**config.mk**
```make
export PLATFORM = sky130hd
export DESIGN_NAME = fspc_ctrl
export DESIGN_NICKNAME = d
export VERILOG_FILES = /design/src/core/fspc_pkg.sv /design/src/core/fspc_ctrl.sv
export SDC_FILE = /design/constraint.sdc
export NUM_CORES = 1
export LEC_CHECK = 0
export BUFFER_PORTS_ARGS = -buffer_cell sky130_fd_sc_hd__buf_2
export CAP_MARGIN = 10
export CORE_ASPECT_RATIO = 1.1
export CORE_UTILIZATION = 56
export CTS_CLUSTER_SIZE = 10
export DETAILED_ROUTE_END_ITERATION = 16
export PLACE_DENSITY = 0.82
export RECOVER_POWER = 50
export SLEW_MARGIN = 20
export SYNTH_ARGS = -nofsm -noshare
export SYNTH_HDL_FRONTEND = slang
export SYNTH_SLANG_ARGS = --single-unit
```
**constraint.sdc**
```tcl
create_clock -name clk_sys -period 6.91 [get_ports clk_sys]
set_clock_uncertainty 0.05 [all_clocks]
set_input_delay 0.691 -clock clk_sys [delete_from_list [all_inputs] [get_ports clk_sys]]
set_output_delay 0.691 -clock clk_sys [all_outputs]
set_load 0.05 [all_outputs]
```
**src/core/fspc_pkg.sv**
```systemverilog
// fspc_pkg: constants and carrier types for the flash self-program controller
// assumes a wishbone classic slave with 32-bit data, one register per word
package fspc_pkg;
    localparam logic [7:0] FSPC_OFS_DATA = 8'h00;
    localparam logic [7:0] FSPC_OFS_ADRH = 8'h04;
    localparam logic [7:0] FSPC_OFS_ADRL = 8'h08;
    localparam logic [7:0] FSPC_OFS_MODE = 8'h0c;
    localparam logic [7:0] FSPC_OFS_CMD = 8'h10;
    localparam logic [7:0] FSPC_OFS_CTRL = 8'h14;
    localparam logic [7:0] FSPC_OFS_LOWB = 8'h18;
    localparam logic [7:0] FSPC_OFS_STAT = 8'h1c;
    localparam logic [7:0] FSPC_RST_DATA = 8'hff;
    localparam logic [7:0] FSPC_RST_LOWB = 8'h76;
    localparam logic [7:0] FSPC_KEY1 = 8'h46;
    localparam logic [7:0] FSPC_KEY2 = 8'hb9;
    localparam logic [2:0] FSPC_SW_APP = 3'h1;
    localparam logic [2:0] FSPC_SW_LDR2APP = 3'h5;
    localparam logic [2:0] FSPC_SW_APP2LDR = 3'h7;
    localparam logic [15:0] FSPC_TOP_NOLDR = 16'h7fff;
    localparam int FSPC_CTRL_EN = 7;
    localparam int FSPC_CTRL_FAIL = 4;
    localparam int FSPC_PAGE_BITS = 9;
    localparam int FSPC_CLK_MHZ = 125;
    localparam int FSPC_PROG_US = 30;
    localparam int FSPC_ERASE_US = 5;
    localparam int FSPC_PROG_CYC = FSPC_PROG_US * FSPC_CLK_MHZ;
    localparam int FSPC_ERASE_CYC = FSPC_ERASE_US * FSPC_CLK_MHZ;
    localparam int FSPC_READ_CYC = 2;

    typedef enum logic [1:0] {
        FSPC_M_IDLE = 2'b00,
        FSPC_M_READ = 2'b01,
        FSPC_M_PROG = 2'b10,
        FSPC_M_ERASE = 2'b11
    } fspc_mode_t;

    typedef enum logic [1:0] {
        FSPC_S_IDLE = 2'b00,
        FSPC_S_BUSY = 2'b01,
        FSPC_S_DONE = 2'b10
    } fspc_state_t;

    // flash array request
    typedef struct packed {
        logic rd;
        logic wr;
        logic erase;
        logic [15:0] addr;
        logic [7:0] wdata;
    } fspc_flash_req_t;

    // boot decision handed to the reset controller
    typedef struct packed {
        logic req;
        logic toLoader;
    } fspc_boot_t;
endpackage

```
**src/core/fspc_ctrl.sv**
```systemverilog
// fspc_ctrl: flash self-program sequencer with wishbone register slave
// assumes the flash array answers reads within FSPC_READ_CYC; cpu honours cpuStall
module fspc_ctrl #(
    parameter int PROG_CYC = fspc_pkg::FSPC_PROG_CYC,
    parameter int ERASE_CYC = fspc_pkg::FSPC_ERASE_CYC,
    parameter logic [15:0] LOADER_START = 16'h7a00,
    parameter bit LOADER_EN = 1'b1
) (
    input wire logic clk_sys,
    input wire logic rst_n,
    input wire logic wb_cyc_i,
    input wire logic wb_stb_i,
    input wire logic wb_we_i,
    input wire logic [7:0] wb_adr_i,
    input wire logic [3:0] wb_sel_i,
    input wire logic [31:0] wb_dat_i,
    output logic [31:0] wb_dat_o,
    output logic wb_ack_o,
    input wire logic runInLoader,
    input wire logic powerOnReset,
    input wire logic extReset,
    input wire logic bootFromLoaderOption,
    input wire logic loaderBootOnExtResetOption,
    input wire logic [15:0] fetchAddr,
    output logic [15:0] fetchPhysAddr,
    input wire logic [7:0] flashRdata,
    output fspc_pkg::fspc_flash_req_t flashReq,
    output logic cpuStall,
    input wire logic [3:0] intPending,
    output logic [3:0] intService,
    output fspc_pkg::fspc_boot_t bootReq,
    output logic bootVector
);
    logic [7:0] dataPort_r, adrH_r, adrL_r, mode_r, lowBound_r;
    logic progEnable_r, bootSel_r, cmdFail_r, armed_r;
    fspc_pkg::fspc_state_t state_r;
    logic [31:0] cnt_r;
    logic [31:0] rdMux;
    logic wbHit, wbWr, start, allowed, launch;
    logic [15:0] target, upperBound, lowerBound;
    logic strap_r;

    function automatic logic inRange(input logic [15:0] a, input logic [15:0] lo,
                                     input logic [15:0] hi);
        return (a >= lo) && (a <= hi);
    endfunction

    assign wbHit = wb_cyc_i && wb_stb_i && !wb_ack_o;
    assign wbWr = wbHit && wb_we_i && wb_sel_i[0];
    assign target = {adrH_r, adrL_r};

    // data region bounds
    always_comb begin
        if (LOADER_EN) begin
            upperBound = LOADER_START - 16'h0001;
        end else begin
            upperBound = fspc_pkg::FSPC_TOP_NOLDR;
        end
        lowerBound = {lowBound_r, 8'h00};
    end

    always_comb begin
        if (runInLoader) begin
            allowed = target <= upperBound;
        end else begin
            allowed = inRange(target, lowerBound, upperBound);
        end
    end

    // two-byte unlock; start requires enable
    assign start = wbWr && wb_adr_i == fspc_pkg::FSPC_OFS_CMD && armed_r
        && wb_dat_i[7:0] == fspc_pkg::FSPC_KEY2 && progEnable_r
        && state_r == fspc_pkg::FSPC_S_IDLE;

    // start that reaches the flash: legal mode and permitted address
    assign launch = start && allowed && mode_r[7:2] == 6'h00
        && mode_r[1:0] != 2'b00;

    always_ff @(posedge clk_sys) begin
        if (!rst_n) begin
            armed_r <= 1'b0;
        end else if (wbWr && wb_adr_i == fspc_pkg::FSPC_OFS_CMD) begin
            armed_r <= wb_dat_i[7:0] == fspc_pkg::FSPC_KEY1;
        end
    end

    // sequencer
    always_ff @(posedge clk_sys) begin
        if (!rst_n) begin
            state_r <= fspc_pkg::FSPC_S_IDLE;
            cnt_r <= 32'h0;
            flashReq <= '0;
            cpuStall <= 1'b0;
        end else begin
            case (state_r)
                fspc_pkg::FSPC_S_IDLE: begin
                    flashReq <= '0;
                    if (launch) begin
                        state_r <= fspc_pkg::FSPC_S_BUSY;
                        cpuStall <= 1'b1;
                        flashReq.rd <= mode_r[1:0] == fspc_pkg::FSPC_M_READ;
                        flashReq.wr <= mode_r[1:0] == fspc_pkg::FSPC_M_PROG;
                        flashReq.erase <= mode_r[1:0] == fspc_pkg::FSPC_M_ERASE;
                        if (mode_r[1:0] == fspc_pkg::FSPC_M_ERASE) begin
                            flashReq.addr <= {target[15:fspc_pkg::FSPC_PAGE_BITS],
                                9'h000};
                            cnt_r <= 32'(ERASE_CYC);
                        end else begin
                            flashReq.addr <= target;
                            cnt_r <= (mode_r[1:0] == fspc_pkg::FSPC_M_READ)
                                ? 32'(fspc_pkg::FSPC_READ_CYC) : 32'(PROG_CYC);
                        end
                        flashReq.wdata <= dataPort_r;
                    end
                end
                fspc_pkg::FSPC_S_BUSY: begin
                    if (cnt_r <= 32'h1) begin
                        state_r <= fspc_pkg::FSPC_S_DONE;
                    end else begin
                        cnt_r <= cnt_r - 32'h1;
                    end
                end
                fspc_pkg::FSPC_S_DONE: begin
                    flashReq <= '0;
                    cpuStall <= 1'b0;
                    state_r <= fspc_pkg::FSPC_S_IDLE;
                end
                default: state_r <= fspc_pkg::FSPC_S_IDLE;
            endcase
        end
    end

    // interrupts held while stalled
    always_ff @(posedge clk_sys) begin
        if (!rst_n) begin
            intService <= 4'h0;
        end else begin
            // masked from the launch edge on, so no request slips out as the stall begins
            intService <= (cpuStall || launch) ? 4'h0 : intPending;
        end
    end

    // registers
    always_ff @(posedge clk_sys) begin
        if (!rst_n) begin
            dataPort_r <= fspc_pkg::FSPC_RST_DATA;
            adrH_r <= 8'h00;
            adrL_r <= 8'h00;
            mode_r <= 8'h00;
            lowBound_r <= fspc_pkg::FSPC_RST_LOWB;
            progEnable_r <= 1'b0;
            bootSel_r <= 1'b0;
        end else begin
            if (state_r == fspc_pkg::FSPC_S_DONE && flashReq.rd) begin
                dataPort_r <= flashRdata;
            end else if (wbWr && wb_adr_i == fspc_pkg::FSPC_OFS_DATA) begin
                dataPort_r <= wb_dat_i[7:0];
            end
            if (wbWr && wb_adr_i == fspc_pkg::FSPC_OFS_ADRH) adrH_r <= wb_dat_i[7:0];
            if (wbWr && wb_adr_i == fspc_pkg::FSPC_OFS_ADRL) adrL_r <= wb_dat_i[7:0];
            if (wbWr && wb_adr_i == fspc_pkg::FSPC_OFS_MODE) mode_r <= wb_dat_i[7:0];
            if (wbWr && wb_adr_i == fspc_pkg::FSPC_OFS_LOWB) begin
                lowBound_r <= wb_dat_i[7:0];
            end
            if (wbWr && wb_adr_i == fspc_pkg::FSPC_OFS_CTRL) begin
                progEnable_r <= wb_dat_i[fspc_pkg::FSPC_CTRL_EN];
                bootSel_r <= wb_dat_i[6];
            end
        end
    end

    // fail flag: hardware result wins over software write
    always_ff @(posedge clk_sys) begin
        if (!rst_n) begin
            cmdFail_r <= 1'b0;
        end else if (start) begin
            cmdFail_r <= !allowed;
        end else if (wbWr && wb_adr_i == fspc_pkg::FSPC_OFS_CTRL) begin
            cmdFail_r <= wb_dat_i[fspc_pkg::FSPC_CTRL_FAIL];
        end
    end

    // soft reset and boot selection
    always_ff @(posedge clk_sys) begin
        if (!rst_n) begin
            bootReq <= '0;
        end else begin
            bootReq.req <= 1'b0;
            if (wbWr && wb_adr_i == fspc_pkg::FSPC_OFS_CTRL) begin
                case (wb_dat_i[7:5])
                    fspc_pkg::FSPC_SW_APP, fspc_pkg::FSPC_SW_LDR2APP: begin
                        bootReq.req <= 1'b1;
                        bootReq.toLoader <= 1'b0;
                    end
                    fspc_pkg::FSPC_SW_APP2LDR: begin
                        bootReq.req <= LOADER_EN;
                        bootReq.toLoader <= 1'b1;
                    end
                    default: bootReq.req <= 1'b0;
                endcase
            end
        end
    end

    // hardware boot straps sampled every cycle after reset release
    always_ff @(posedge clk_sys) begin
        if (!rst_n) begin
            strap_r <= 1'b0;
        end else begin
            strap_r <= LOADER_EN && bootFromLoaderOption
                && (powerOnReset || (extReset && loaderBootOnExtResetOption));
        end
    end

    always_ff @(posedge clk_sys) begin
        if (!rst_n) begin
            bootVector <= 1'b0;
        end else begin
            bootVector <= strap_r || bootSel_r;
        end
    end

    always_ff @(posedge clk_sys) begin
        if (!rst_n) begin
            fetchPhysAddr <= 16'h0;
        end else begin
            fetchPhysAddr <= runInLoader ? fetchAddr + LOADER_START : fetchAddr;
        end
    end

    always_comb begin
        case (wb_adr_i)
            fspc_pkg::FSPC_OFS_DATA: rdMux = {24'h0, dataPort_r};
            fspc_pkg::FSPC_OFS_ADRH: rdMux = {24'h0, adrH_r};
            fspc_pkg::FSPC_OFS_ADRL: rdMux = {24'h0, adrL_r};
            fspc_pkg::FSPC_OFS_MODE: rdMux = {24'h0, mode_r};
            fspc_pkg::FSPC_OFS_CTRL: rdMux = {24'h0, progEnable_r, bootSel_r, 1'b0,
                cmdFail_r, 4'h0};
            fspc_pkg::FSPC_OFS_LOWB: rdMux = {24'h0, lowBound_r};
            fspc_pkg::FSPC_OFS_STAT: rdMux = {30'h0, state_r};
            default: rdMux = 32'h0;
        endcase
    end

    always_ff @(posedge clk_sys) begin
        if (!rst_n) begin
            wb_ack_o <= 1'b0;
            wb_dat_o <= 32'h0;
        end else begin
            wb_ack_o <= wbHit;
            wb_dat_o <= wbHit ? rdMux : 32'h0;
        end
    end

    property p_stall_on_start;
        @(posedge clk_sys) disable iff (!rst_n)
        (start && allowed && mode_r == 8'h01) |=> cpuStall && flashReq.rd;
    endproperty
    a_stall_on_start: assert property (p_stall_on_start) else $error("no stall");

    property p_no_start_disabled;
        @(posedge clk_sys) disable iff (!rst_n)
        (!progEnable_r && state_r == fspc_pkg::FSPC_S_IDLE) |=> !cpuStall;
    endproperty
    a_no_start_disabled: assert property (p_no_start_disabled) else $error("start w/o en");

    property p_int_held;
        @(posedge clk_sys) disable iff (!rst_n)
        cpuStall |=> intService == 4'h0;
    endproperty
    a_int_held: assert property (p_int_held) else $error("int during stall");

    property p_int_masked;
        @(posedge clk_sys) disable iff (!rst_n)
        cpuStall |-> intService == 4'h0;
    endproperty
    a_int_masked: assert property (p_int_masked) else $error("int while stalled");

    property p_erase_align;
        @(posedge clk_sys) disable iff (!rst_n)
        flashReq.erase |-> flashReq.addr[8:0] == 9'h0;
    endproperty
    a_erase_align: assert property (p_erase_align) else $error("erase unaligned");

    property p_fail_set;
        @(posedge clk_sys) disable iff (!rst_n)
        (start && !allowed) |=> cmdFail_r && !cpuStall;
    endproperty
    a_fail_set: assert property (p_fail_set) else $error("fail flag");

    property p_read_data;
        @(posedge clk_sys) disable iff (!rst_n)
        (state_r == fspc_pkg::FSPC_S_DONE && flashReq.rd) |=> dataPort_r == $past(flashRdata);
    endproperty
    a_read_data: assert property (p_read_data) else $error("read data");

    property p_sw_reset;
        @(posedge clk_sys) disable iff (!rst_n)
        (wbWr && wb_adr_i == fspc_pkg::FSPC_OFS_CTRL && wb_dat_i[7:5] == 3'h1)
            |=> bootReq.req && !bootReq.toLoader;
    endproperty
    a_sw_reset: assert property (p_sw_reset) else $error("soft reset");

    property p_reserved;
        @(posedge clk_sys) disable iff (!rst_n)
        (start && mode_r == 8'h00) |=> !cpuStall;
    endproperty
    a_reserved: assert property (p_reserved) else $error("standby start");
endmodule // fspc_ctrl

```
# Yosys cells after proc, flatten, opt, wreduce, memory -nomap -nowiden
# Index checks and enable logic that the tools add are counted.
[op_classes]
magnitude_cmp = 3
bitwise = 1
n_eq_ne = 20
n_reduce_logical = 45
mux = 22
n_addsub = 2
[op_table]
columns = ["op", "count"]
rows = [
  ["$mux W32", 2],
  ["$pmux W32 S2", 1],
  ["$pmux W8 S7", 1],
  ["$pmux W27 S2", 1],
  ["$eq A8 B5 Y1 const B", 4],
  ["$le A32 B1 Y1 const B", 1],
  ["$sub A32 B1 Y32 const B", 1],
  ["$mux W27", 1],
  ["$mux W12", 2],
  ["$logic_and A1 B1 Y1", 22],
  ["$add A16 B15 Y16 const B", 1],
  ["$eq A8 B4 Y1 const B", 2],
  ["$ge A16 B16 Y1", 1],
  ["$le A16 B15 Y1 const B", 1],
  ["$mux W16", 1],
  ["$mux W8", 2],
  ["$reduce_bool A2 Y1", 6],
  ["$reduce_and A2 Y1", 5],
  ["$mux W9", 1],
  ["$eq A8 B3 Y1 const B", 1],
  ["$eq A8 B7 Y1 const B", 1],
  ["$eq A8 B8 Y1 const B", 1],
  ["$logic_not A8 Y1", 1],
  ["$eq A2 B2 Y1 const B", 3],
  ["16 further kinds", 30],
]
[totals]
output_inout_bits = 84
register_bits = 163
elab_cells = 118

# Logic depth before layout (Yosys ltp)
# Gate-level depths: netlist of the first run.
[depth]
ltp_word = 14
depth_mapped = 9

# Least setup slack after synthesis of the first run
# Ideal clock, no wire load.
[synth_timing]
kind = "input to register"
startpoint = "in wb_dat_i[6]"
endpoint = "reg cnt_r[26]"
cell_stages = 8
required_ns = 6.727
t_arrival_ns = 2.414
setup_ns = 0.133
path_slack_ns = 4.313
cell_sequence = "clkbuf_1 -> or4bb_1 -> nor3_1 -> and4_1 -> o2111ai_2 -> clkbuf_1 -> a21oi_1 -> o32ai_1"
[synth_between]
elab_chain_len = 9
[synth_rtl]
columns = ["item", "line", "source"]
rows = [
  ["start: declaration", "fspc_ctrl.sv:16", "input wire logic [31:0] wb_dat_i,"],
  ["$eq A8 B8 Y1", "fspc_ctrl.sv:72", "&& wb_dat_i[7:0] == fspc_pkg::FSPC_KEY2 && progEnable_r"],
  ["$logic_and A1 B1 Y1 (2 in a row)", "fspc_ctrl.sv:72", ""],
  ["$logic_and A1 B1 Y1", "fspc_ctrl.sv:73", "&& state_r == fspc_pkg::FSPC_S_IDLE;"],
  ["$logic_and A1 B1 Y1 (2 in a row)", "fspc_ctrl.sv:76", "assign launch = start && allowed && mode_r[7:2] == 6'h00"],
  ["$logic_and A1 B1 Y1", "fspc_ctrl.sv:77", "&& mode_r[1:0] != 2'b00;"],
  ["$ne A2 B2 Y1 (no line)", "n/a", ""],
  ["$reduce_and A3 Y1 (no line)", "n/a", ""],
  ["end signal: assignment", "fspc_ctrl.sv:107", "cnt_r <= 32'(ERASE_CYC);"],
  ["end signal: assignment", "fspc_ctrl.sv:110", "cnt_r <= (mode_r[1:0] == fspc_pkg::FSPC_M_READ)"],
  ["end signal: assignment", "fspc_ctrl.sv:120", "cnt_r <= cnt_r - 32'h1;"],
  ["end: declaration", "fspc_ctrl.sv:37", "logic [31:0] cnt_r;"],
]
# Every way passes these cells.
# A chain may end at the register's enable or synchronous reset.

# Final worst setup path of the first run
[layout_timing]
startpoint = "in rst_n"
endpoint = "reg intService[3]"
[layout_between]
elab_chain_len = 2
[layout_rtl]
columns = ["item", "line", "source"]
rows = [
  ["start: declaration", "fspc_ctrl.sv:10", "input wire logic rst_n,"],
  ["$not A1 Y1 (no line)", "n/a", ""],
  ["$reduce_or A2 Y1 (no line)", "n/a", ""],
  ["end signal: assignment", "fspc_ctrl.sv:139", "intService <= (cpuStall || launch) ? 4'h0 : intPending;"],
  ["end: declaration", "fspc_ctrl.sv:30", "output logic [3:0] intService,"],
]
# Every way passes these cells.

==> run_results.csv, run 1 <==
group,metric,value,unit
layout,nNetsFinal,984,
synth,yosysUniqueCellTypes,69,
layout,final_area,7600,sq um
status,failed_checks,"max-capacitance violations, max-slew violations",
status,status,"complete, but fails checks",
worst_setup_path,critical_path_class,"in2reg",
pwr,p_comb_frac,0.067,
cts,clk_latency,420,ps
floorplanning,die-area,12200,sq um
synth,synth_seq_cells,139,
worst_setup_path,critical_path.max_fanout,74,
pwr,pwr-share-clk,0.499,
run,drv_cap,1,
placed_design,place_area,7080,sq um
floorplanning,ios,166,
placed_design,dp_cells,1022,
cts,numCtsBuffers,17,
layout,drive_gt1_frac,0.128,
worst_setup_path,cp_slowest_cell,"clkbuf_1",
placed_design,dp_hpwl,12300,um
cts,postCtsSetupBuffers,0,
worst_setup_path,cp-start-kind,"primary input",
floorplanning,rows,41,
layout,multiInputGateArea,3410,sq um
synth,synth_area,6570,sq um
pwr,p_per_area,246,nW/um^2
cts,htree_levels,4,
pwr,p_switching,446,uW
synth,synthFlopType,"dfxtp_1",
pwr,p_int,1.42,mW
routing,first_pass_iters,5,
floorplanning,initial_core_util,0.574,
sta,slew_headroom,-0.347,
placed_design,port-buffer-count,114,
synth,avgSynthCellArea,8.17,sq um
synth,synth_common_cells,"dfxtp_1, nand2_1, a21oi_1",
pwr,switching_share,0.239,
routing,drt.antenna.violating_nets,0,
sta,fin_crit_sh,0.571,
synth,synth.most_common_cell,"dfxtp_1",
worst_setup_path,crit_required,7220,ps
pwr,power_frac_seq,0.435,
cts,cts_buffer_depth,2,
synth,yosysSeqAreaShare,0.424,
placed_design,gp_congestion,0.959,
routing,wire_per_inst,17.5,um
sta,fin_crit,3950,ps
floorplanning,core,11400,sq um
floorplanning,die_y,116,um
worst_setup_path,path_cells,"buf_2 > clkbuf_1 > inv_1 > buf_4 > nor3_1 > and2_1",
routing,vias_per_cell,6.08,
synth,synth_warnings,0,
global_route,grt_max_degree,75,
layout,ff_latch_area,2780,sq um
global_route,antenna_found_initial,1,
worst_setup_path,cp-end-kind,"register",
sta,slew_viol_final,46,
synth,ys_async_sr_fraction,0,
pwr,irDropWorstVdd,0.177,mV
sta,grt_setup_unrepaired,"no",
cts,ctsHoldBuffers,0,
sta,fin_ws,2960,ps
global_route,track_usage,0.305,
synth,netlist.top_cell.by_area,"dfxtp_1",
worst_setup_path,critPathBufInv,4,
pwr,total_leakage_power,2.88,nW
cts,cts_tree,"done",
global_route,grt_remaining_overflow,0,
layout,antenna_cells,0,
cts,cts_resized,0,
min_path,hold_path.class,"reg2reg",
placed_design,place_ws,3260,ps
cts,cts_root_buf,"clkbuf_16",
worst_setup_path,critical_path.max_stage_delay,1440,ps
floorplanning,fp.dieW,105,um
synth,synth_edf_count,0,
sta,fmax,253,MHz
cts,clock-sinks,139,
global_route,grt_pass1_wl,28900,um
sta,tns,0,ps
layout,final_util,0.665,
synth,synth_area_leaders,"dfxtp_1, nand2_1, a21oi_1, nor2_1, nand3_1",
layout,syn_to_final_growth,15.7,%
global_route,first_global_vias,5732,
routing,remaining_drc_errors,0,
cts,clkTransAtPathRegs,60,ps
worst_setup_path,path_delay_family,"buffers and inverters",
routing,drtIter0Drc,567,
worst_setup_path,arrival,4260,ps
layout,fin_cells,1054,
synth,synth_top_area_share,0.424,
layout,fillers,998,
routing,finalWirelength,18400,um
routing,vias,6411,
sta,hold_violations,0,
sta,setup_viol,0,
synth,synth_cells,804,
sta,tightest_slew,2020,ps
power groups by stage:
stage	logic, mW	registers (mW)	clock network (mW)
6_report	0.125	0.812	0.932
4_1_cts	0.126	0.811	0.940
3_3_place_gp	0.125	0.829	0
3_5_place_dp	0.125	0.829	0
2_1_floorplan	0.0709	0.856	0
5_1_grt	0.131	0.812	0.973
per-layer routing:
layer / up-vias / share of wire / track usage
met4: 0 / 0.041 / 0.167
met1: 2997 / 0.40 / 0.366
li1: 3028 / - / -
met3: 69 / 0.080 / 0.0664
met2: 317 / 0.48 / 0.514
met5: - / 0 / 0
flip-flops by register name, indices dropped and copies added (netlist names), 8 cells and up:
signal,count
wb_dat_o,8
dataPort_r,8
mode_r,8
cnt_r,32
flashReq,27
lowBound_r,8
adrH_r,8
adrL_r,8
fetchPhysAddr,16
area by class of cell:
type                       count  area share
clock inverter                10      0.0184
sequential                   139       0.366
clock buffer                  22      0.0610
inverter                      17     0.00839
timing repair buffer         122      0.0726
tap                          150      0.0247
multi-input combinational    594       0.449
worst reg2reg max path: stages (launching register included):
cell and delay [ps]:
dfxtp_1 330, inv_1 70, ha_1 290, a211oi_1 220, nor2_1 70, or4_1 550
o2111a_1 360, buf_4 280, nor2_1 760, o221a_2 320
cells by family after synthesis:
logic type | after synthesis | synth area share
xor gates and xnor gates | 10 | 0.0133
muxes | 10 | 0.0154
DFF | 139 | 0.424
and+or+nand+nor | 346 | 0.258
buffers and inverters | 94 | 0.0705
adders and majority gates | 11 | 0.0209
AOI/OAI and AO/OA | 193 | 0.198
other | 1 | 0.000571
worst paths after layout:
kind / from / end / slack [ps] / cells after the start
worst max register to register: lowBound_r[5] / cnt_r[19] / 3540 / 9
worst min register to register: strap_r / bootVector / 390 / 2
worst min-delay path: strap_r / bootVector / 390 / 2
worst max-delay path: rst_n / intService[3] / 2960 / 6
cells in the final DEF, fill, tap and decap left out, types with 4 or more instances in the layout:
master     count
buf_4          7
nand3_1       50
or4_1          7
buf_2         54
clkbuf_16     17
ha_1          11
and3_1         6
o21ai_0       29
xnor2_1        8
and2_1        12
a21oi_1       72
o211ai_1       7
inv_1         17
a311oi_1       4
a311oi_2       4
nor3_1        26
o221a_2        6
nor4_1        15
dfxtp_1      139
nor2_1        71
a222oi_1       5
nand2b_1       8
a22oi_1       20
mux2i_1        9
and2_0         5
conb_1        24
clkbuf_1      64
nand2_1      113
nand4_1        5
a31oi_1       14
metrics by stage:
| stage | total power [mW] | hold slack (ps) |
|---|---|---|
| 3_5_place_dp | 0.954 | 382 |
| 3_3_place_gp | 0.953 | 374 |
| 2_1_floorplan | 0.927 | 361 |
| 4_1_cts | 1.88 | 392 |
| 6_report | 1.87 | 388 |
| 5_1_grt | 1.92 | 413 |
(Power assumes the default switching activity.)
==> inputs of run 2 (changes only) <==
--- a/config.mk
+++ b/config.mk
@@ -5,13 +5,14 @@
 export SDC_FILE = /design/constraint.sdc
 export NUM_CORES = 1
 export LEC_CHECK = 0
+export ABC_AREA = 1
 export BUFFER_PORTS_ARGS = -buffer_cell sky130_fd_sc_hd__buf_2
 export CAP_MARGIN = 10
 export CORE_ASPECT_RATIO = 1.1
-export CORE_UTILIZATION = 56
+export CORE_UTILIZATION = 49
 export CTS_CLUSTER_SIZE = 10
 export DETAILED_ROUTE_END_ITERATION = 16
-export PLACE_DENSITY = 0.82
+export PLACE_DENSITY = 0.75
 export RECOVER_POWER = 50
 export SLEW_MARGIN = 20
 export SYNTH_ARGS = -nofsm -noshare
==> constraint.sdc (replaced) <==
create_clock -name clk_sys -period 3.25 [get_ports clk_sys]
set_clock_uncertainty 0.05 [all_clocks]
set_input_delay 0.325 -clock clk_sys [delete_from_list [all_inputs] [get_ports clk_sys]]
set_output_delay 0.325 -clock clk_sys [all_outputs]
set_load 0.05 [all_outputs]
==> run 2 against run 1 <==
Critical path depth up 5. The flow still finishes with violations (max-capacitance violations, max-slew violations). Combinational power increased by 110%. Sequential power grew 110%. Die area up 22%. Routed wire length increased by 0.83%. Critical endpoint is now flashReq[15].
==> run_results.csv, run 2 <==
group,metric,value,unit
status,status,"complete, but fails checks",
status,failed_checks,"max-capacitance violations, max-slew violations",
sta,grt_setup_unrepaired,"no",
worst_setup_path,cp_slowest_cell,"clkinv_1",
sta,slew_headroom,-0.153,
floorplanning,core,13900,sq um
floorplanning,fp.dieW,116,um
pwr,switching_share,0.245,
floorplanning,rows,45,
floorplanning,initial_core_util,0.505,
synth,synthFlopType,"dfxtp_1",
sta,tightest_slew,1730,ps
pwr,p_switching,974,uW
run,drv_cap,1,
sta,fin_crit,2410,ps
sta,slew_viol_final,90,
sta,fin_crit_sh,0.741,
routing,vias_per_cell,5.14,
cts,ctsHoldBuffers,0,
sta,hold_violations,0,
layout,largest_reg_flops,32,
pwr,power_frac_seq,0.433,
pwr,p_int,3.01,mW
layout,layout_commonest_cell,"nand2_1",
cts,postCtsSetupBuffers,0,
pwr,p_comb_frac,0.067,
cts,clock-sinks,139,
layout,top_regs,"cnt_r x32, flashReq x27, fetchPhysAddr x16",
global_route,first_global_vias,6246,
layout,antenna_cells,0,
worst_setup_path,path_cells,"ha_1 > nand2_1 > nand2_1 > nand2_1 > nand2_1 > nand2_1 > nand3_1 > nand2_1 > clkinv_1 > nand3_1 > a21oi_1",
worst_setup_path,crit_required,3470,ps
routing,wire_per_inst,14.0,um
routing,vias,6831,
worst_setup_path,cp-end-kind,"register",
global_route,grt_remaining_overflow,0,
worst_setup_path,path_delay_family,"simple AND/OR/NAND/NOR gates",
layout,fillers,1395,
pwr,irDropWorstVdd,0.353,mV
routing,first_pass_iters,5,
layout,syn_to_final_growth,15.8,%
synth,yosysSeqAreaShare,0.396,
routing,remaining_drc_errors,0,
pwr,p_per_area,490,nW/um^2
worst_setup_path,critPathBufInv,1,
placed_design,gp_congestion,0.898,
sta,fin_ws,841,ps
global_route,grt_pass1_wl,29900,um
pwr,pwr-share-clk,0.500,
min_path,hold_path.class,"in2reg",
cts,numCtsBuffers,17,
layout,ff_latch_area,2780,sq um
synth,synth_area_leaders,"dfxtp_1, nand2_1, nor2_1, nand3_1, a21oi_1",
worst_setup_path,critical_path.max_stage_delay,590,ps
global_route,antenna_found_initial,0,
pwr,total_leakage_power,3.86,nW
synth,synth_common_cells,"nand2_1, nor2_1, dfxtp_1",
synth,synth_area,7020,sq um
layout,regMostFlops,"cnt_r",
cts,htree_levels,4,
layout,final_cell_mix,"nand2_1, nor2_1, dfxtp_1, inv_1, nand3_1",
sta,tns,0,ps
synth,synth_cells,1022,
sta,fmax,415,MHz
cts,clk_latency,420,ps
cts,cts_root_buf,"clkbuf_16",
synth,yosysUniqueCellTypes,42,
layout,drive_gt1_frac,0.122,
synth,synth_seq_cells,139,
floorplanning,die_y,128,um
floorplanning,die-area,14800,sq um
synth,ys_async_sr_fraction,0,
layout,nNetsFinal,1223,
floorplanning,ios,166,
synth,synth_top_area_share,0.396,
routing,drt.antenna.violating_nets,0,
routing,drtIter0Drc,455,
synth,avgSynthCellArea,6.87,sq um
synth,synth_edf_count,0,
worst_setup_path,cp-start-kind,"register",
cts,cts_resized,0,
global_route,grt_max_degree,90,
sta,setup_viol,0,
layout,multiInputGateArea,3520,sq um
global_route,track_usage,0.264,
cts,cts_tree,"done",
synth,synth.most_common_cell,"nand2_1",
worst_setup_path,critical_path.max_fanout,26,
routing,finalWirelength,18600,um
cts,cts_buffer_depth,2,
worst_setup_path,arrival,2630,ps
worst_setup_path,cp_common_cell,"nand2_1",
placed_design,port-buffer-count,114,
synth,synth_warnings,0,
placed_design,dp_hpwl,13400,um
worst_setup_path,critical_path_class,"reg2reg",
synth,netlist.top_cell.by_area,"dfxtp_1",
cts,clkTransAtPathRegs,60,ps
placed_design,place_ws,878,ps
## run 2: stage by stage
step / cell area, sq um / hold WS [ps] / power (mW) / cells / util
floorplan: 7110 / 361 / 1.97 / 1045 / -
global placement: 7610 / 366 / 2.03 / 1299 / 0.548
detailed placement: 7610 / 379 / 2.03 / 1299 / 0.548
CTS: 8220 / 18.6 / 4.01 / 1330 / 0.591
global route: 8130 / 20.7 / 4.12 / 1330 / 0.585
finish: 8130 / 28.9 / 3.98 / 1330 / 0.585
## run 2: final timing paths
kind | from | end | slack [ps] | depth (start not counted)
setup / recovery | adrH_r[1] | flashReq[15] | 840 | 11
hold / removal | fetchAddr[8] | fetchPhysAddr[8] | 30 | 3
setup reg to reg | adrH_r[1] | flashReq[15] | 840 | 11
hold reg to reg | flashReq[23] | flashReq[23] | 380 | 2
## run 2: final cells by class
type / count / area share
Clock buffer: 19 / 0.0545
Timing Repair Buffer: 125 / 0.0699
Clock inverter: 12 / 0.0202
Inverter: 110 / 0.0511
Sequential cell: 139 / 0.342
Multi-Input combinational cell: 737 / 0.433
Tap cell: 188 / 0.0289
## run 2: logic make-up after synthesis
family | after synthesis | share of synthesized area
buffers and inverters | 169 | 0.114
other | 1 | 0.000534
AND/OR/NAND/NOR | 526 | 0.326
XOR/XNOR | 15 | 0.0187
adder cells (fa/ha/maj) | 11 | 0.0196
AO/OA/AOI/OAI | 161 | 0.125
flip-flops | 139 | 0.396
## run 2: power groups by stage
stage | Sequential [mW] | Combinational [mW] | Clock, mW
4_1_cts | 1.72 | 0.270 | 2.02
3_5_place_dp | 1.76 | 0.269 | 0
5_1_grt | 1.73 | 0.285 | 2.11
6_report | 1.72 | 0.265 | 1.99
2_1_floorplan | 1.82 | 0.155 | 0
3_3_place_gp | 1.76 | 0.267 | 0
## run 2: per-layer routing
metal / share of wire / wire length, um / GRT usage / vias up
li1: - / - / - / 3454
met1: 0.41 / 7690 / 0.306 / 3097
met2: 0.50 / 9290 / 0.455 / 236
met3: 0.055 / 1010 / 0.0598 / 44
met4: 0.031 / 581 / 0.129 / 0
met5: 0 / 0 / 0 / -
## run 2: worst min-delay path: cells and delay by family
kind | cells | cell delay (ps)
buffers and inverters | 2 | 110
AND/OR/NAND/NOR | 1 | 40
==> inputs of run 3 (changes only) <==
--- a/config.mk
+++ b/config.mk
@@ -5,14 +5,14 @@
 export SDC_FILE = /design/constraint.sdc
 export NUM_CORES = 1
 export LEC_CHECK = 0
-export ABC_AREA = 1
+export ABC_AREA = 0
 export BUFFER_PORTS_ARGS = -buffer_cell sky130_fd_sc_hd__buf_2
 export CAP_MARGIN = 10
 export CORE_ASPECT_RATIO = 1.1
-export CORE_UTILIZATION = 49
+export CORE_UTILIZATION = 48
 export CTS_CLUSTER_SIZE = 10
 export DETAILED_ROUTE_END_ITERATION = 16
-export PLACE_DENSITY = 0.75
+export PLACE_DENSITY = 0.74
 export RECOVER_POWER = 50
 export SLEW_MARGIN = 20
 export SYNTH_ARGS = -nofsm -noshare
==> constraint.sdc (replaced) <==
create_clock -name clk_sys -period 2 [get_ports clk_sys]
set_clock_uncertainty 0.05 [all_clocks]
set_input_delay 0.2 -clock clk_sys [delete_from_list [all_inputs] [get_ports clk_sys]]
set_output_delay 0.2 -clock clk_sys [all_outputs]
set_load 0.05 [all_outputs]
==> run 3 against run 2 <==
Register-to-register slack worse by 1300 ps. Die area is 4.4% lower. The flow finishes with violations (negative setup slack). Critical path type unchanged. Worst hold slack worse by 17 ps. Fmax is 1.3% lower. Sequential power is 63% higher. Largest power group unchanged.
==> run_results.csv, run 3 (same netlist as run 1, synthesis figures left out) <==
group,metric,value,unit
sta,fmax,410,MHz
cts,numCtsBuffers,17,
floorplanning,fp.dieW,114,um
pwr,pwr-share-clk,0.486,
global_route,grt_remaining_overflow,0,
global_route,grt_pass1_wl,35600,um
worst_setup_path,cp-start-kind,"register",
sta,timing.hold.ws,12.2,ps
layout,multiInputGateArea,3970,sq um
layout,ff_latch_area,2800,sq um
routing,vias_per_cell,5.68,
placed_design,place_area,8500,sq um
pwr,irDropWorstVdd,0.500,mV
sta,slew_headroom,0.529,
status,failed_checks,"negative setup slack",
worst_setup_path,cp-startpoint,"cnt_r[20]",
layout,regMostFlops,"cnt_r",
worst_setup_path,crit_required,2250,ps
worst_setup_path,r2r-end,"cnt_r[14]",
routing,drt.antenna.violating_nets,0,
global_route,track_usage,0.323,
pwr,power_frac_seq,0.434,
pwr,fin_total_pwr,6.45,mW
floorplanning,initial_core_util,0.495,
routing,vias,7197,
worst_setup_path,worst-r2r-setup-slack,-440,ps
global_route,first_global_vias,6908,
routing,drtIter0Drc,579,
layout,final_cell_mix,"buf_4, dfxtp_1, nand2_1, a21oi_1, nor2_1",
layout,largest_reg_flops,32,
routing,wl_met1,8940,um
worst_setup_path,arrival,2690,ps
layout,top_regs,"cnt_r x32, flashReq x27, fetchPhysAddr x16",
run,drv_cap,0,
worst_setup_path,reg2reg_depth,8,
sta,hold_violations,0,
sta,setup_viol,64,
sta,fin_ws,-441,ps
routing,wl_met3,2040,um
pwr,p_per_area,658,nW/um^2
cts,cts_tree,"done",
placed_design,port-buffer-count,114,
cts,clock-sinks,139,
layout,layout_commonest_cell,"buf_4",
floorplanning,die-area,14200,sq um
layout,drive_gt1_frac,0.347,
sta,fin_crit_sh,1.22,
pwr,total_leakage_power,3.99,nW
worst_setup_path,cp-end-kind,"register",
status,status,"complete, but fails checks",
pwr,p_int,4.87,mW
global_route,grt_max_degree,61,
min_path,holdCritStartpoint,"fetchAddr[12]",
layout,syn_to_final_growth,49.2,%
sta,slew_viol_final,0,
worst_setup_path,r2r_start,"cnt_r[20]",
routing,wl_met2,11200,um
min_path,min_to,"fetchPhysAddr[12]",
sta,fin_crit,2440,ps
placed_design,gp_congestion,0.918,
routing,wire_per_inst,18.2,um
sta,tightest_slew,706,ps
floorplanning,rows,44,
routing,remaining_drc_errors,0,
pwr,switching_share,0.246,
pwr,p_comb_frac,0.080,
sta,grt_setup_unrepaired,"yes",
cts,clk_latency,430,ps
layout,nNetsFinal,1164,
routing,highest_layer,"met4",
cts,cts_buffer_depth,2,
worst_setup_path,critical_path.max_fanout,3,
cts,cts_root_buf,"clkbuf_16",
layout,fillers,957,
cts,clkTransAtPathRegs,60,ps
layout,final_area,9800,sq um
worst_setup_path,critical_path_class,"reg2reg",
routing,first_pass_iters,9,
min_path,hold_path.class,"in2reg",
floorplanning,ios,166,
pwr,p_switching,1.59,mW
placed_design,dp_hpwl,14800,um
min_path,min_path_cells,3,
routing,finalWirelength,23000,um
global_route,antenna_found_initial,0,
cts,htree_levels,4,
floorplanning,die_y,125,um
floorplanning,core,13300,sq um
==> run 3: cell count changes in the layout (fill, tap and decap cells not counted), moves of 11 or more <==
cell and change:
dlygate4sd3_1 +20, a22oi_2 +14, dfxtp_2 +11, nor3_1 +13
nor2_1 -91, o21ai_0 -32, a31oi_1 +11, nand3_1 -47
nand2_1 -104, nor2_2 -26, and2_1 +12, dfxtp_1 -12
inv_1 -88, buf_4 +139
==> run 3: routing by layer <==
| layer | vias to the layer above | GRT usage |
|---|---|---|
| li1 | 3383 | - |
| met5 | - | 0 |
| met4 | 0 | 0.153 |
| met3 | 72 | 0.0715 |
| met1 | 3361 | 0.384 |
| met2 | 381 | 0.546 |
==> run 3: metrics by stage <==
| stage | util | worst slack (ps) | std cells | setup TNS [ps] |
|---|---|---|---|---|
| final | 0.739 | -441 | 1268 | -19120 |
| after global routing | 0.739 | -492 | 1267 | -23600 |
| after CTS | 0.725 | -352 | 1262 | -18180 |
| after detailed placement | 0.640 | -427 | 1202 | -17650 |
| after global placement | 0.640 | -369 | 1202 | -15630 |
| after floorplan | - | -407 | 827 | -13240 |
==> run 3: how the worst max path moves through the flow <==
stage / to / slack (ps) / cells past startpoint
2_1_floorplan: cnt_r[2] / -410 / 8
3_3_place_gp: cnt_r[23] / -370 / 7
3_5_place_dp: cnt_r[23] / -430 / 7
4_1_cts: cnt_r[14] / -350 / 8
5_1_grt: cnt_r[14] / -490 / 8
6_report: cnt_r[14] / -440 / 8
==> run 3: final cells by class <==
| type | instances | share of cell area |
|---|---|---|
| Timing Repair Buffer | 302 | 0.219 |
| Antenna cell | 1 | 0.000255 |
| Clock buffer | 21 | 0.0480 |
| Inverter | 17 | 0.00651 |
| Sequential cell | 139 | 0.286 |
| Tap cell | 184 | 0.0235 |
| Multi-Input combinational cell | 594 | 0.405 |
| Clock inverter | 10 | 0.0119 |
==> run 3: critical path: stages, from the launching register on <==
cell,delay [ps]
dfxtp_2,320
or4_4,520
or3_4,370
nor4_4,220
buf_4,190
buf_12,100
nor2_4,30
o41ai_4,400
a211oi_2,120
==> run 3: power groups by stage <==
stage / combinational, mW / clock (mW) / sequential, mW
global placement: 0.472 / 0 / 2.86
detailed placement: 0.473 / 0 / 2.86
CTS: 0.507 / 3.14 / 2.80
floorplan: 0.248 / 0 / 2.96
global route: 0.539 / 3.26 / 2.80
finish: 0.514 / 3.14 / 2.80
==> run 3: what timing repair did <==
item	4_1_cts	5_1_grt
endpoints found under the setup margin	65	74
gates cloned	2	1
hold buffers	20	0
gates resized for setup	58	35
pin swaps	20	13
hold endpoints to repair	18	0
buffers inserted	8	5
